**src/rtl/sample_buffer_pkg.sv**
```systemverilog
package sample_buffer_pkg;

	// Register map
	localparam logic [7:0] BUF_CFG2_ADDR   = 8'h27;
	localparam logic [7:0] BUF_CFG2_RESET  = 8'h00;
	localparam int         FLUSH_BIT       = 7;
	localparam int         HOLD_AWAKE_BIT  = 6;
	localparam int         THRESH_LSB      = 0;
	localparam int         THRESH_W        = 6;

	// Buffer modes
	localparam logic [1:0] MODE_OFF        = 2'h0;
	localparam logic [1:0] MODE_STREAM     = 2'h1;
	localparam logic [1:0] MODE_STOP       = 2'h2;
	localparam logic [1:0] MODE_TRIG       = 2'h3;

	// Sizes and reset values
	localparam int         BUF_CAPACITY    = 32;
	localparam int         FIFO_DEPTH_DEF  = 16;
	localparam int         AXIS_W          = 12;
	localparam logic       SLEEP_OK_RESET  = 1'b1;

	typedef struct packed {
		logic [AXIS_W-1:0] x;
		logic [AXIS_W-1:0] y;
		logic [AXIS_W-1:0] z;
	} sample_t;

	typedef struct packed {
		logic       wr;
		logic       rd;
		logic [7:0] addr;
		logic [7:0] wdata;
	} reg_req_t;

	typedef enum logic [1:0] {
		TRG_PRE  = 2'b00,
		TRG_POST = 2'b01,
		TRG_HOLD = 2'b11
	} trig_state_t;

endpackage

```
**src/rtl/sample_buffer_config_control.sv**
```systemverilog
// Summary of operation
// - Writing one to the flush bit empties the buffer and clears its flags.
// - A flush also pulses clearing of gate error and gate sample count.
// - Flush bit self-clears next cycle and always reads back as zero.
// - Selector at zero: sleep logic ignores watermark and overflow flags.
// - Selector at one: sleep allowed only while those flags remain pending.
// - Host clearing flags by flush or read restarts the sleep timer.
// - Selector matters only in stream or stop buffer modes.
// - Watermark flag rises when stored count reaches the threshold.
// - Threshold of zero never raises the watermark flag.
// - In triggered mode the threshold caps samples kept before the trigger.
// - Flush bit 7, selector bit 6, threshold bits 5..0, all reset zero.
// - Buffer mode off flushes and clears overflow, watermark and count.
// - After trigger: ignore triggers, take capacity minus threshold, set overflow, halt.
`timescale 1ns/1ps
module sample_buffer_config_control
	import sample_buffer_pkg::*;
#(
	parameter int DEPTH = BUF_CAPACITY,
	localparam int CW   = $clog2(DEPTH + 1)
)
(
	// Clock and reset
	input  wire logic          mclk,
	input  wire logic          sys_rst,
	input  wire logic          ce,
	// Register port
	input  reg_req_t           reg_req,
	output logic [7:0]         reg_rdata_r,
	// Mode and trigger
	input  wire logic [1:0]    buf_mode,
	input  wire logic          trig_in,
	// Sample source
	input  wire logic          smp_valid,
	output logic               smp_ready_r,
	input  sample_t            smp_data,
	// Sample readout
	input  wire logic          rd_req,
	output logic               rd_valid_r,
	output sample_t            rd_data_r,
	// Status
	output logic [CW-1:0]      sample_count,
	output logic               wmrk_flag_r,
	output logic               queue_overflow_flag_r,
	output logic               gate_clear_r,
	output logic               aslp_restart_r,
	output logic               sleep_permit_r
);

	localparam logic [CW-1:0] FULL_C = CW'(DEPTH);

	logic                fill_flags_hold_awake_r;
	logic                fill_flags_hold_awake_nxt;
	logic [THRESH_W-1:0] fill_threshold_r;
	logic [THRESH_W-1:0] fill_threshold_nxt;
	logic                flush_r;
	logic                flush_nxt;
	logic [7:0]          reg_rdata_nxt;
	trig_state_t         trg_r;
	trig_state_t         trg_nxt;
	logic [CW-1:0]       post_cnt_r;
	logic [CW-1:0]       post_cnt_nxt;
	logic                smp_ready_nxt;
	logic                rd_valid_nxt;
	sample_t             rd_data_nxt;
	logic                wmrk_flag_nxt;
	logic                ovf_nxt;
	logic                gate_clear_nxt;
	logic                aslp_restart_nxt;
	logic                sleep_permit_nxt;
	logic                offer;
	logic                fifo_out_valid;
	logic                fifo_pop;
	logic                push;
	logic                drop;
	logic                host_pop;
	logic                flush_now;
	logic                mode_rel;
	logic                flags_any_nxt;
	logic [CW-1:0]       cnt;
	logic [CW-1:0]       cnt_after;
	logic [CW:0]         thr_ext;
	logic [CW:0]         post_tgt;
	logic [$bits(sample_t)-1:0] fifo_out;

	assign flush_now = flush_r || (buf_mode == MODE_OFF);
	assign mode_rel  = (buf_mode == MODE_STREAM) || (buf_mode == MODE_STOP);
	assign thr_ext   = (CW + 1)'(fill_threshold_r);
	// Threshold above capacity leaves nothing to collect after the trigger
	assign post_tgt  = (thr_ext >= (CW + 1)'(DEPTH)) ? '0 : (CW + 1)'(DEPTH) - thr_ext;

	always_comb
	begin
		// Room judged from our own pop, not the FIFO ready, so no loop forms
		offer    = smp_valid && smp_ready_r && !flush_now;
		drop     = 1'b0;
		if (offer && (buf_mode == MODE_STREAM) && (cnt == FULL_C))
			drop = 1'b1;
		if (offer && (buf_mode == MODE_TRIG) && (trg_r == TRG_PRE) && (cnt != '0)
			&& ((CW + 1)'(cnt) >= thr_ext))
			drop = 1'b1;
		host_pop = rd_req && fifo_out_valid && !flush_now;
		fifo_pop = fifo_out_valid && (host_pop || drop) && !flush_now;
		push     = offer && ((cnt != FULL_C) || fifo_pop);
		cnt_after = cnt;
		if (flush_now)
			cnt_after = '0;
		else if (push && !fifo_pop)
			cnt_after = cnt + 1'b1;
		else if (fifo_pop && !push)
			cnt_after = cnt - 1'b1;
	end

	// Register file
	always_comb
	begin
		flush_nxt                 = 1'b0;
		fill_flags_hold_awake_nxt = fill_flags_hold_awake_r;
		fill_threshold_nxt        = fill_threshold_r;
		reg_rdata_nxt             = 8'h00;
		if (reg_req.wr && (reg_req.addr == BUF_CFG2_ADDR))
		begin
			flush_nxt                 = reg_req.wdata[FLUSH_BIT];
			fill_flags_hold_awake_nxt = reg_req.wdata[HOLD_AWAKE_BIT];
			fill_threshold_nxt        = reg_req.wdata[THRESH_LSB +: THRESH_W];
		end
		if (reg_req.rd && (reg_req.addr == BUF_CFG2_ADDR))
		begin
			reg_rdata_nxt[FLUSH_BIT]                 = 1'b0;
			reg_rdata_nxt[HOLD_AWAKE_BIT]            = fill_flags_hold_awake_r;
			reg_rdata_nxt[THRESH_LSB +: THRESH_W]    = fill_threshold_r;
		end
	end

	always_ff @(posedge mclk or posedge sys_rst)
	begin
		if (sys_rst)
		begin
			flush_r                 <= BUF_CFG2_RESET[FLUSH_BIT];
			fill_flags_hold_awake_r <= BUF_CFG2_RESET[HOLD_AWAKE_BIT];
			fill_threshold_r        <= BUF_CFG2_RESET[THRESH_LSB +: THRESH_W];
			reg_rdata_r             <= 8'h00;
		end
		else if (ce)
		begin
			flush_r                 <= flush_nxt;
			fill_flags_hold_awake_r <= fill_flags_hold_awake_nxt;
			fill_threshold_r        <= fill_threshold_nxt;
			reg_rdata_r             <= reg_rdata_nxt;
		end
	end

	// Triggered-mode sequencer
	always_comb
	begin
		trg_nxt      = trg_r;
		post_cnt_nxt = post_cnt_r;
		case (trg_r)
			TRG_PRE:
			begin
				post_cnt_nxt = '0;
				if (trig_in)
					trg_nxt = TRG_POST;
			end
			TRG_POST:
			begin
				// Later triggers are ignored here
				if (push)
					post_cnt_nxt = post_cnt_r + 1'b1;
				// A full store ends capture even if the count falls short
				if (((CW + 1)'(post_cnt_nxt) >= post_tgt) || (cnt_after == FULL_C))
					trg_nxt = TRG_HOLD;
			end
			TRG_HOLD:
			begin
				if (cnt_after == '0)
					trg_nxt = TRG_PRE;
			end
			default:
			begin
				trg_nxt = TRG_PRE;
			end
		endcase
		if (flush_now || (buf_mode != MODE_TRIG))
		begin
			trg_nxt      = TRG_PRE;
			post_cnt_nxt = '0;
		end
	end

	// Flags, readout and wake control
	always_comb
	begin
		smp_ready_nxt = 1'b0;
		if (!flush_nxt && (buf_mode != MODE_OFF) && (trg_nxt != TRG_HOLD))
			smp_ready_nxt = (buf_mode == MODE_STREAM) || (trg_nxt == TRG_PRE
				&& buf_mode == MODE_TRIG) || (cnt_after != FULL_C);
		rd_valid_nxt  = host_pop;
		rd_data_nxt   = host_pop ? sample_t'(fifo_out) : rd_data_r;
		wmrk_flag_nxt = (fill_threshold_r != '0)
			&& ((CW + 1)'(cnt_after) >= thr_ext);
		ovf_nxt       = queue_overflow_flag_r;
		if (flush_now || host_pop)
			ovf_nxt = 1'b0;
		// Set beats a read clear when both land together; a flush clear still wins
		if ((drop && buf_mode == MODE_STREAM)
			|| (buf_mode == MODE_STOP && cnt_after == FULL_C)
			|| (trg_r == TRG_POST && trg_nxt == TRG_HOLD))
			ovf_nxt = 1'b1;
		if (flush_now)
			ovf_nxt = 1'b0;
		gate_clear_nxt   = flush_now || (host_pop && cnt_after == '0);
		flags_any_nxt    = wmrk_flag_nxt || ovf_nxt;
		aslp_restart_nxt = fill_flags_hold_awake_r && mode_rel
			&& (wmrk_flag_r || queue_overflow_flag_r) && !flags_any_nxt
			&& (flush_r || host_pop);
		sleep_permit_nxt = !(fill_flags_hold_awake_r && mode_rel)
			|| flags_any_nxt;
	end

	always_ff @(posedge mclk or posedge sys_rst)
	begin
		if (sys_rst)
		begin
			trg_r                 <= TRG_PRE;
			post_cnt_r            <= '0;
			smp_ready_r           <= 1'b0;
			rd_valid_r            <= 1'b0;
			rd_data_r             <= '0;
			wmrk_flag_r           <= 1'b0;
			queue_overflow_flag_r <= 1'b0;
			gate_clear_r          <= 1'b0;
			aslp_restart_r        <= 1'b0;
			sleep_permit_r        <= SLEEP_OK_RESET;
		end
		else if (ce)
		begin
			trg_r                 <= trg_nxt;
			post_cnt_r            <= post_cnt_nxt;
			smp_ready_r           <= smp_ready_nxt;
			rd_valid_r            <= rd_valid_nxt;
			rd_data_r             <= rd_data_nxt;
			wmrk_flag_r           <= wmrk_flag_nxt;
			queue_overflow_flag_r <= ovf_nxt;
			gate_clear_r          <= gate_clear_nxt;
			aslp_restart_r        <= aslp_restart_nxt;
			sleep_permit_r        <= sleep_permit_nxt;
		end
	end

	sample_fifo #(
		.WIDTH     ($bits(sample_t)),
		.DEPTH     (DEPTH)
	) u_fifo (
		.mclk      (mclk),
		.sys_rst   (sys_rst),
		.ce        (ce),
		.flush     (flush_now),
		.in_valid  (push),
		.in_ready  (),
		.in_data   (smp_data),
		.out_valid (fifo_out_valid),
		.out_ready (fifo_pop),
		.out_data  (fifo_out),
		.count     (cnt)
	);

	assign sample_count = cnt;

endmodule

```
**src/rtl/sample_fifo.sv**
```systemverilog
`timescale 1ns/1ps
module sample_fifo
	import sample_buffer_pkg::*;
#(
	parameter int WIDTH = 3 * AXIS_W,
	parameter int DEPTH = FIFO_DEPTH_DEF,
	localparam int AW   = (DEPTH > 1) ? $clog2(DEPTH) : 1,
	localparam int CW   = $clog2(DEPTH + 1)
)
(
	// Clock and reset
	input  wire logic             mclk,
	input  wire logic             sys_rst,
	input  wire logic             ce,
	input  wire logic             flush,
	// Fill side
	input  wire logic             in_valid,
	output logic                  in_ready,
	input  wire logic [WIDTH-1:0] in_data,
	// Drain side
	output logic                  out_valid,
	input  wire logic             out_ready,
	output logic [WIDTH-1:0]      out_data,
	output logic [CW-1:0]         count
);

	localparam logic [CW-1:0] FULL_C = CW'(DEPTH);
	localparam logic [AW-1:0] LAST_C = AW'(DEPTH - 1);

	logic [WIDTH-1:0] mem_r [DEPTH];
	logic [AW-1:0]    wr_ptr_r;
	logic [AW-1:0]    wr_ptr_nxt;
	logic [AW-1:0]    rd_ptr_r;
	logic [AW-1:0]    rd_ptr_nxt;
	logic [CW-1:0]    count_r;
	logic [CW-1:0]    count_nxt;
	logic             push;
	logic             pop;

	// Push at full is allowed only alongside a pop
	assign out_valid = (count_r != '0);
	assign in_ready  = (count_r != FULL_C) || out_ready;
	assign push      = in_valid && in_ready && !flush;
	assign pop       = out_valid && out_ready && !flush;
	assign out_data  = mem_r[rd_ptr_r];
	assign count     = count_r;

	always_comb
	begin
		wr_ptr_nxt = wr_ptr_r;
		rd_ptr_nxt = rd_ptr_r;
		count_nxt  = count_r;
		if (flush)
		begin
			wr_ptr_nxt = '0;
			rd_ptr_nxt = '0;
			count_nxt  = '0;
		end
		else
		begin
			if (push)
				wr_ptr_nxt = (wr_ptr_r == LAST_C) ? '0 : wr_ptr_r + 1'b1;
			if (pop)
				rd_ptr_nxt = (rd_ptr_r == LAST_C) ? '0 : rd_ptr_r + 1'b1;
			if (push && !pop)
				count_nxt = count_r + 1'b1;
			else if (pop && !push)
				count_nxt = count_r - 1'b1;
		end
	end

	always_ff @(posedge mclk or posedge sys_rst)
	begin
		if (sys_rst)
		begin
			wr_ptr_r <= '0;
			rd_ptr_r <= '0;
			count_r  <= '0;
		end
		else if (ce)
		begin
			wr_ptr_r <= wr_ptr_nxt;
			rd_ptr_r <= rd_ptr_nxt;
			count_r  <= count_nxt;
		end
	end

	// Storage is not reset; count guards against stale entries
	for (genvar i = 0; i < DEPTH; i++)
	begin : g_entry
		logic [WIDTH-1:0] mem_nxt;
		always_comb
		begin
			mem_nxt = mem_r[i];
			if (push && (wr_ptr_r == AW'(i)))
				mem_nxt = in_data;
		end
		always_ff @(posedge mclk)
		begin
			if (ce)
				mem_r[i] <= mem_nxt;
		end
	end

endmodule

```
**config.mk**
```make
export PLATFORM = sky130hd
export DESIGN_NAME = sample_buffer_config_control
export DESIGN_NICKNAME = d
export VERILOG_FILES = /design/src/rtl/sample_buffer_pkg.sv /design/src/rtl/sample_buffer_config_control.sv /design/src/rtl/sample_fifo.sv
export SDC_FILE = /design/constraint.sdc
export NUM_CORES = 1
export LEC_CHECK = 0
export ABC_AREA = 0
export BUFFER_PORTS_ARGS = -buffer_cell sky130_fd_sc_hd__buf_2
export CORE_MARGIN = 3
export CORE_UTILIZATION = 35
export CTS_CLUSTER_DIAMETER = 120
export DETAILED_ROUTE_END_ITERATION = 10
export PLACE_DENSITY = 0.54
export SLEW_MARGIN = 10
export SYNTH_ARGS = -nofsm -noshare
export SYNTH_HDL_FRONTEND = slang
export SYNTH_SLANG_ARGS = --single-unit
```
**constraint.sdc**
```tcl
create_clock -name mclk -period 5.7 [get_ports mclk]
set_input_delay 1.14 -clock mclk [delete_from_list [all_inputs] [get_ports mclk]]
set_output_delay 1.14 -clock mclk [all_outputs]
set_load 0.005 [all_outputs]
```
# After elaboration in Yosys (flattened, before gate mapping)
# Memories as Yosys holds them, arrays and structs flattened. A register that Yosys moved wholly into a read port is not among the register bits.
# Cells that the tools add are included.
[word_totals] latch_bits=0 rom_bits=0 inputBits=62 word_cells=433 reg_bits=47 mem_bits_rw=1152 mem_count=1 out_inout_bits=57
[classes] addsub=6 multipliers=0 div=0 reduce_logical=172 n_eq_ne=77 shifts=0 bitwise=0 n_mux=157 magnitude_cmp=4
[memory_table] memory="u_fifo.mem_r" words=32 width=36 rd=1 rd_clocked_by_memory_dff=1 write_ports=1 line="sample_fifo.sv:30" source="logic [WIDTH-1:0] mem_r [DEPTH];"
[op_table] operator="two-way mux 36 bit" count=63
[op_table] operator="OR reduction 36 bit" count=31
[op_table] operator="two-way mux 5 bit" count=37
[op_table] operator="== test 5 bit (second input constant)" count=17
[op_table] operator="AND reduction 2 bit" count=38
[op_table] operator="logical AND 1 bit" count=67
[op_table] operator="two-way mux 6 bit" count=9
[op_table] operator="== test 5 x 4 -> 1 bit (second input constant)" count=8
[op_table] operator="two-way mux 1 bit" count=40
[op_table] operator="inequality test 1 bit (second input constant)" count=32
[op_table] operator="== test 5 x 3 -> 1 bit (second input constant)" count=4
[op_table] operator="logical OR 1 bit" count=16
[op_table] operator="two-way mux 7 bit" count=2
[op_table] operator="adder 6 x 1 -> 6 bit (second input constant)" count=2
[op_table] operator="== test 6 bit (second input constant)" count=2
[op_table] operator="greater-or-equal comparator 6 bit" count=2
[op_table] operator="inequality test 6 bit (second input constant)" count=2
[op_table] operator="case mux 6 bit (2 select lines)" count=1
[op_table] operator="nonzero test 6 bit" count=2
[op_table] operator="adder 5 x 1 -> 5 bit (second input constant)" count=2
[op_table] operator="== test 5 x 2 -> 1 bit (second input constant)" count=2
[op_table] operator="== test 2 bit (second input constant)" count=4
[op_table] operator="== test 8 x 6 -> 1 bit (second input constant)" count=1
[op_table] operator="logical NOT 1 bit" count=8
[op_table] operator="14 further kinds" count=24

# Depth between registers and ports, before layout
[logic_depth] ltp_word=51 mapped_depth=21 ltp_nobuf=21

# Hierarchy
# Synthesis repeated with hierarchy kept, for this count alone.
[unflattened] cells_unflattened=2166 hier_area_um2=48736.7
[modules_own_cells] mod="sample_fifo" instances=1 cells_each=1810 area_per_inst_um2=44876.8
[modules_own_cells] mod="sample_buffer_config_control" instances=1 cells_each=356 area_per_inst_um2=3860.0

# Worst setup path before layout
# Ideal clock, no wire load.
[synth_path] kind="input to register" from="input port buf_mode[0]" to="memory u_fifo.mem_r[16][0] (netlist name) (enable)" path_slack_ps=743 n_path_buf=0 arrival_ps=4528 path_stages=10 cell_sequence="inv_1 -> ha_1 -> nor2_1 -> and3_1 -> o2111ai_4 -> a2bb2oi_1 -> a21oi_1 -> and2_1 -> nand3_1 -> nor2_1"
[synth_via] elab_chain_cells=51
[synth_lines] element="start, declared" line="sample_buffer_config_control.sv:31" source="input wire logic [1:0] buf_mode,"
[synth_lines] element="logical NOT 2 bit" line="sample_buffer_config_control.sv:86" source="assign flush_now = flush_r || (buf_mode == MODE_OFF);"
[synth_lines] element="logical OR 1 bit" line="sample_buffer_config_control.sv:86"
[synth_lines] element="logical NOT 1 bit"
[synth_lines] element="logical AND 1 bit" line="sample_buffer_config_control.sv:95" source="offer = smp_valid && smp_ready_r && !flush_now;"
[synth_lines] element="logical AND 1 bit (3 in a row)" line="sample_buffer_config_control.sv:99" source="if (offer && (buf_mode == MODE_TRIG) && (trg_r == TRG_PRE) && (cnt != '0)"
[synth_lines] element="logical AND 1 bit" line="sample_buffer_config_control.sv:100" source="&& ((CW + 1)'(cnt) >= thr_ext))"
[synth_lines] element="two-way mux 1 bit" line="sample_buffer_config_control.sv:99"
[synth_lines] element="logical OR 1 bit" line="sample_buffer_config_control.sv:103" source="fifo_pop = fifo_out_valid && (host_pop || drop) && !flush_now;"
[synth_lines] element="[... 3 more ...]"
[synth_lines] element="logical AND 1 bit" line="sample_buffer_config_control.sv:104" source="push = offer && ((cnt != FULL_C) || fifo_pop);"
[synth_lines] element="logical AND 1 bit" line="sample_fifo.sv:43" source="assign push = in_valid && in_ready && !flush;"
[synth_lines] element="logical AND 1 bit (*)" line="sample_fifo.sv:43"
[synth_lines] element="logical AND 1 bit" line="sample_fifo.sv:95" source="if (push && (wr_ptr_r == AW'(i)))"
[synth_lines] element="inequality test 1 bit (no line)"
[synth_lines] element="AND reduction 2 bit (no line)"
[synth_lines] element="OR reduction 36 bit (no line)"
[synth_lines] element="two-way mux 5 bit (no line) or two-way mux 1 bit (tied branches) (31 in a row)"
[synth_lines] element="end, declared" line="sample_fifo.sv:30"
# Every way passes the cells marked *; elsewhere a longest branch is shown, timed or not.

# Final worst setup path
[layout_path] from="register u_fifo.count_r[0] (netlist: u_fifo.count[0])" to="register queue_overflow_flag_r"
[layout_via] elab_chain_cells=24
[layout_lines] element="start, declared" line="sample_fifo.sv:35" source="logic [CW-1:0] count_r;"
[layout_lines] element="start signal, assigned" line="sample_fifo.sv:84" source="count_r <= count_nxt;"
[layout_lines] element="parallel branches: the longest is 22 deep, another holds greater-or-equal comparator 6 x 7 -> 1 bit"
[layout_lines] element="two-way mux 1 bit (*)" line="sample_buffer_config_control.sv:206" source="if ((drop && buf_mode == MODE_STREAM)"
[layout_lines] element="two-way mux 1 bit (*)" line="sample_buffer_config_control.sv:210" source="if (flush_now)"
[layout_lines] element="end signal, assigned" line="sample_buffer_config_control.sv:244" source="queue_overflow_flag_r <= ovf_nxt;"
[layout_lines] element="end, declared" line="sample_buffer_config_control.sv:44" source="output logic queue_overflow_flag_r,"
# Mark *: on every way between the ends. The select of a mux whose other input is x is not followed.
# A chain may end at the register's enable or synchronous reset.

==> key figures <==
STA
  • Layout Skew: around 24 ps
  • Period utilisation layout: 0.839
  • Fin crit period: 4780 ps
  • Setup-failing EPs final: 0
  • Hold Vio Cnt, Final: 0
  • Slew of the pin with the lowest slew margin: 1080 ps
  • Relative slew slack: 0.271
  • Minimum hold slack: 433 ps
  • RSZ-0062 raised after global routing: false
  • Peak Freq: between 200 and 250 MHz
  • Setup TNS: 0 ps
  • Final-report max-slew violation count: 0

Min path
  • Worst Hold Class: in2async

Global routing
  • Largest net degree at the start of global routing: 79
  • First-pass GRT wire length: about 190000 µm
  • Gr usage total: 0.183
  • Antenna violations before repair: 10
  • Vias in the first global route: 27100
  • Grt ovf: 0

Finish
  • Reg area: 36700 µm²
  • Fillers: 12200
  • Layout cells sized above 1: 0.228
  • Fin nets: 2976
  • Commonest non-fill, non-tap cells in the layout: edfxtp_1 (1152), mux2i_1 (208), mux4_2 (156), nand2_1 (152), a21oi_1 (152)
  • Most common cell after layout, fill and taps aside: edfxtp_1
  • Multi-input logic area: 11700 µm²
  • Final instance area: around 57000 µm²
  • Area grow syn2layout: 16.3%

Pwr
  • Final Power: 25.2 mW
  • P_sw: 7.40 mW
  • Clock group share of total power: 0.346
  • Maximum VDD drop: ~0.24 mV
  • Gate power share: 0.236
  • Register share of total power: 0.418
  • Int Pwr: 17.8 mW
  • Pleak: 18.4 nW
  • Pwr Density: 444 nW/µm²
  • Switch share: 0.294

Die
  • IO Pins: 119
  • Die Area: approximately 140000 µm²
  • Rows: 136
  • Die H: 379 µm
  • Starting density of the core: 0.354
  • Core ar.: 138000 µm²
  • Die Width: between 300 and 400 µm

Synth
  • Top cell type's share of synthesized area: 0.709
  • Predominant post-synthesis flop cell: edfxtp_1
  • Post-synthesis cell type count: 66
  • YS warnings: 0
  • Post-Syn Area: 48800 µm²
  • Syn Nets: ~2800
  • Yosys reg bits: approximately 1200
  • Seq/Total Area, Yosys: 0.751
  • Synth Area per Inst: 18.1 µm²
  • Cells after Synth: approximately 2700
  • Top post-synthesis cells by area: edfxtp_1 (71%), mux4_2 (7.2%), mux2i_1 (4.3%)
  • Post-synth top area cell: edfxtp_1
  • Synth async-reset ratio: 0.0665
  • EDFF count, synth: 1152

Setup path
  • CP Class: reg2reg
  • Req. time, crit path: approximately 6300 ps
  • Cells along the critical path: inv_1 -> ha_1 -> or4b_4 -> o21a_1 -> a2bb2oi_1 -> a21oi_1 -> buf_4 -> xnor2_1 -> ha_1 -> nand2b_1 -> a21o_1 -> a21o_1 -> a21o_1 -> a21oi_1 -> nor2b_1 -> o21ai_0 -> o21ai_1 -> o211a_1 -> mux2_2
  • Most frequent CP cell: a21o_1
  • CP Max Fanout: 16
  • Crit-path max cell delay: roughly 500 ps
  • WP buf/inv: 2
  • Slowest cell on the critical path: or4b_4
  • Worst setup SP type: flop
  • Critical path endpoint category: flop
  • Family with the most delay on the worst path: compound AO/OA/AOI/OAI gates
  • Crit path DAT: between 5000 and 6000 ps

Detailed routing
  • Residual DRC: 0
  • DR WL/cell: 27.0 µm
  • DR vias/cell: 5.39
  • Iteration-0 DRC count of the detailed router: 2742
  • WL final: between 100000 and 150000 µm
  • First-pass iteration count of the detailed router: 6
  • Vias: around 26000
  • Number of routed nets with antenna violations: 0

CTS
  • Root buf cell: clkbuf_16
  • H-tree lvl count: 4
  • Clock Latency Late Sink: roughly 760 ps
  • Hold_buf cts: 0
  • CTS tree: built
  • Clock Sinks: 1234
  • Clock transition at path regs: roughly 60 ps
  • CTS max path bufs: 3
  • Number of CTS-inserted buffers: 134
  • Cts repair resizes: 0
  • Total setup buffers inserted after CTS: 0

Outcome
  • Status: complete, no violations

Placement
  • DP HPWL: 73400 µm
  • Buffers on Ports: 117
  • Cell area after placement: 52300 µm²
  • Routability Congestion: 0.804

Run
  • Total of max-cap violations: 0
metal layers:
metal,part of all wire,GRT usage,vias to the layer above
li1,-,-,11300
met2,0.48,0.297,880
met3,0.062,0.0304,210
met1,0.43,0.254,13800
met5,0.00021,0,-
met4,0.023,0.0515,4
synthesized netlist by cell type (all sizes together), types with 3 or more instances:
library cell  number
nor3               4
xnor2              7
nand4              3
nand3             25
o221ai            69
o22ai             72
a211oi            35
and3               9
edfxtp          1152
o21ai            131
nand2            153
clkbuf           102
or2                4
inv               29
nand2b             7
mux2              79
o31ai             10
buf               47
a21oi            152
nor2b              4
xor2               4
a22o               9
nor2              59
and2               5
a21o               5
a32o               3
ha                35
and4               3
dfrtp             81
mux2i            208
mux4             156
registers in the layout (all words and copies together), names as in the netlist:
name and cells:
sleep_permit_r 1, fill_threshold_r 6, post_cnt_r 6, u_fifo.wr_ptr_r 5, rd_data_r 36, aslp_restart_r 1, fill_flags_hold_awake_r 1, u_fifo.mem_r 1152
rd_valid_r 1, u_fifo.rd_ptr_r 5, trg_r 2, wmrk_flag_r 1, smp_ready_r 1, flush_r 1, u_fifo.count 6, queue_overflow_flag_r 1
gate_clear_r 1, reg_rdata_r 7
kinds of logic (layout without fill, tap and decap cells):
| logic type | after synthesis | in the layout | share of synthesized area |
|---|---|---|---|
| compound gates | 511 | 511 | 0.0661 |
| mux | 443 | 443 | 0.133 |
| simple gates | 283 | 283 | 0.0251 |
| flops | 1234 | 1234 | 0.751 |
| xor+xnor | 11 | 11 | 0.00197 |
| other cells | 1 | 9 | 0.0000768 |
| buf+inv | 178 | 464 | 0.0139 |
| fa+ha+maj | 35 | 35 | 0.00897 |
metrics by stage:
step	worst slack, ps	util	instances
after floorplan	743	-	2696
after global placement	402	0.379	4606
after detailed placement	507	0.379	4606
after CTS	1000	0.411	4845
after global routing	737	0.411	4846
final	915	0.411	4853
power groups by stage:
stage / logic [mW] / registers (mW) / clock network, mW
global route: 6.44 / 10.6 / 9.30
detailed placement: 6.02 / 10.7 / 0
finish: 5.93 / 10.5 / 8.72
floorplan: 4.19 / 10.4 / 0
CTS: 6.03 / 10.5 / 8.93
global placement: 5.97 / 10.7 / 0
worst paths after layout:
kind                       cells after the start                   startpoint                                end  slack [ps]
min reg2reg                                    2     rd_data_r[2]$_DFFE_PP0P_           rd_data_r[2]$_DFFE_PP0P_         470
min in group mclk                              2     rd_data_r[2]$_DFFE_PP0P_           rd_data_r[2]$_DFFE_PP0P_         470
min                                            2                      sys_rst          rd_data_r[17]$_DFFE_PP0P_         430
max                                           19  u_fifo.count[0]$_DFFE_PP0P_  queue_overflow_flag_r$_DFFE_PP0P_         920
max reg2reg                                   19  u_fifo.count[0]$_DFFE_PP0P_  queue_overflow_flag_r$_DFFE_PP0P_         920
max in group asynchronous                      3                      sys_rst     u_fifo.rd_ptr_r[4]$_DFFE_PP0P_        3930
final cells by class:
| cell class | instances | share of cell area |
|---|---|---|
| Timing Repair Buffer | 196 | 0.0258 |
| Tap cell | 1863 | 0.0411 |
| Multi-Input combinational cell | 1284 | 0.207 |
| Inverter | 29 | 0.00196 |
| Antenna cell | 8 | 0.000353 |
| Clock inverter | 67 | 0.0150 |
| Sequential cell | 1234 | 0.646 |
| Clock buffer | 172 | 0.0630 |
worst reg2reg max path, stage by stage, from the launching register on:
cell	delay, ps
dfrtp_1	490
inv_1	230
ha_1	170
or4b_4	500
o21a_1	280
a2bb2oi_1	390
a21oi_1	160
buf_4	220
xnor2_1	170
ha_1	260
nand2b_1	140
a21o_1	180
a21o_1	180
a21o_1	180
a21oi_1	140
nor2b_1	60
o21ai_0	220
o21ai_1	150
o211a_1	290
mux2_2	270
Note: power is estimated with default switching activity, not from simulation.
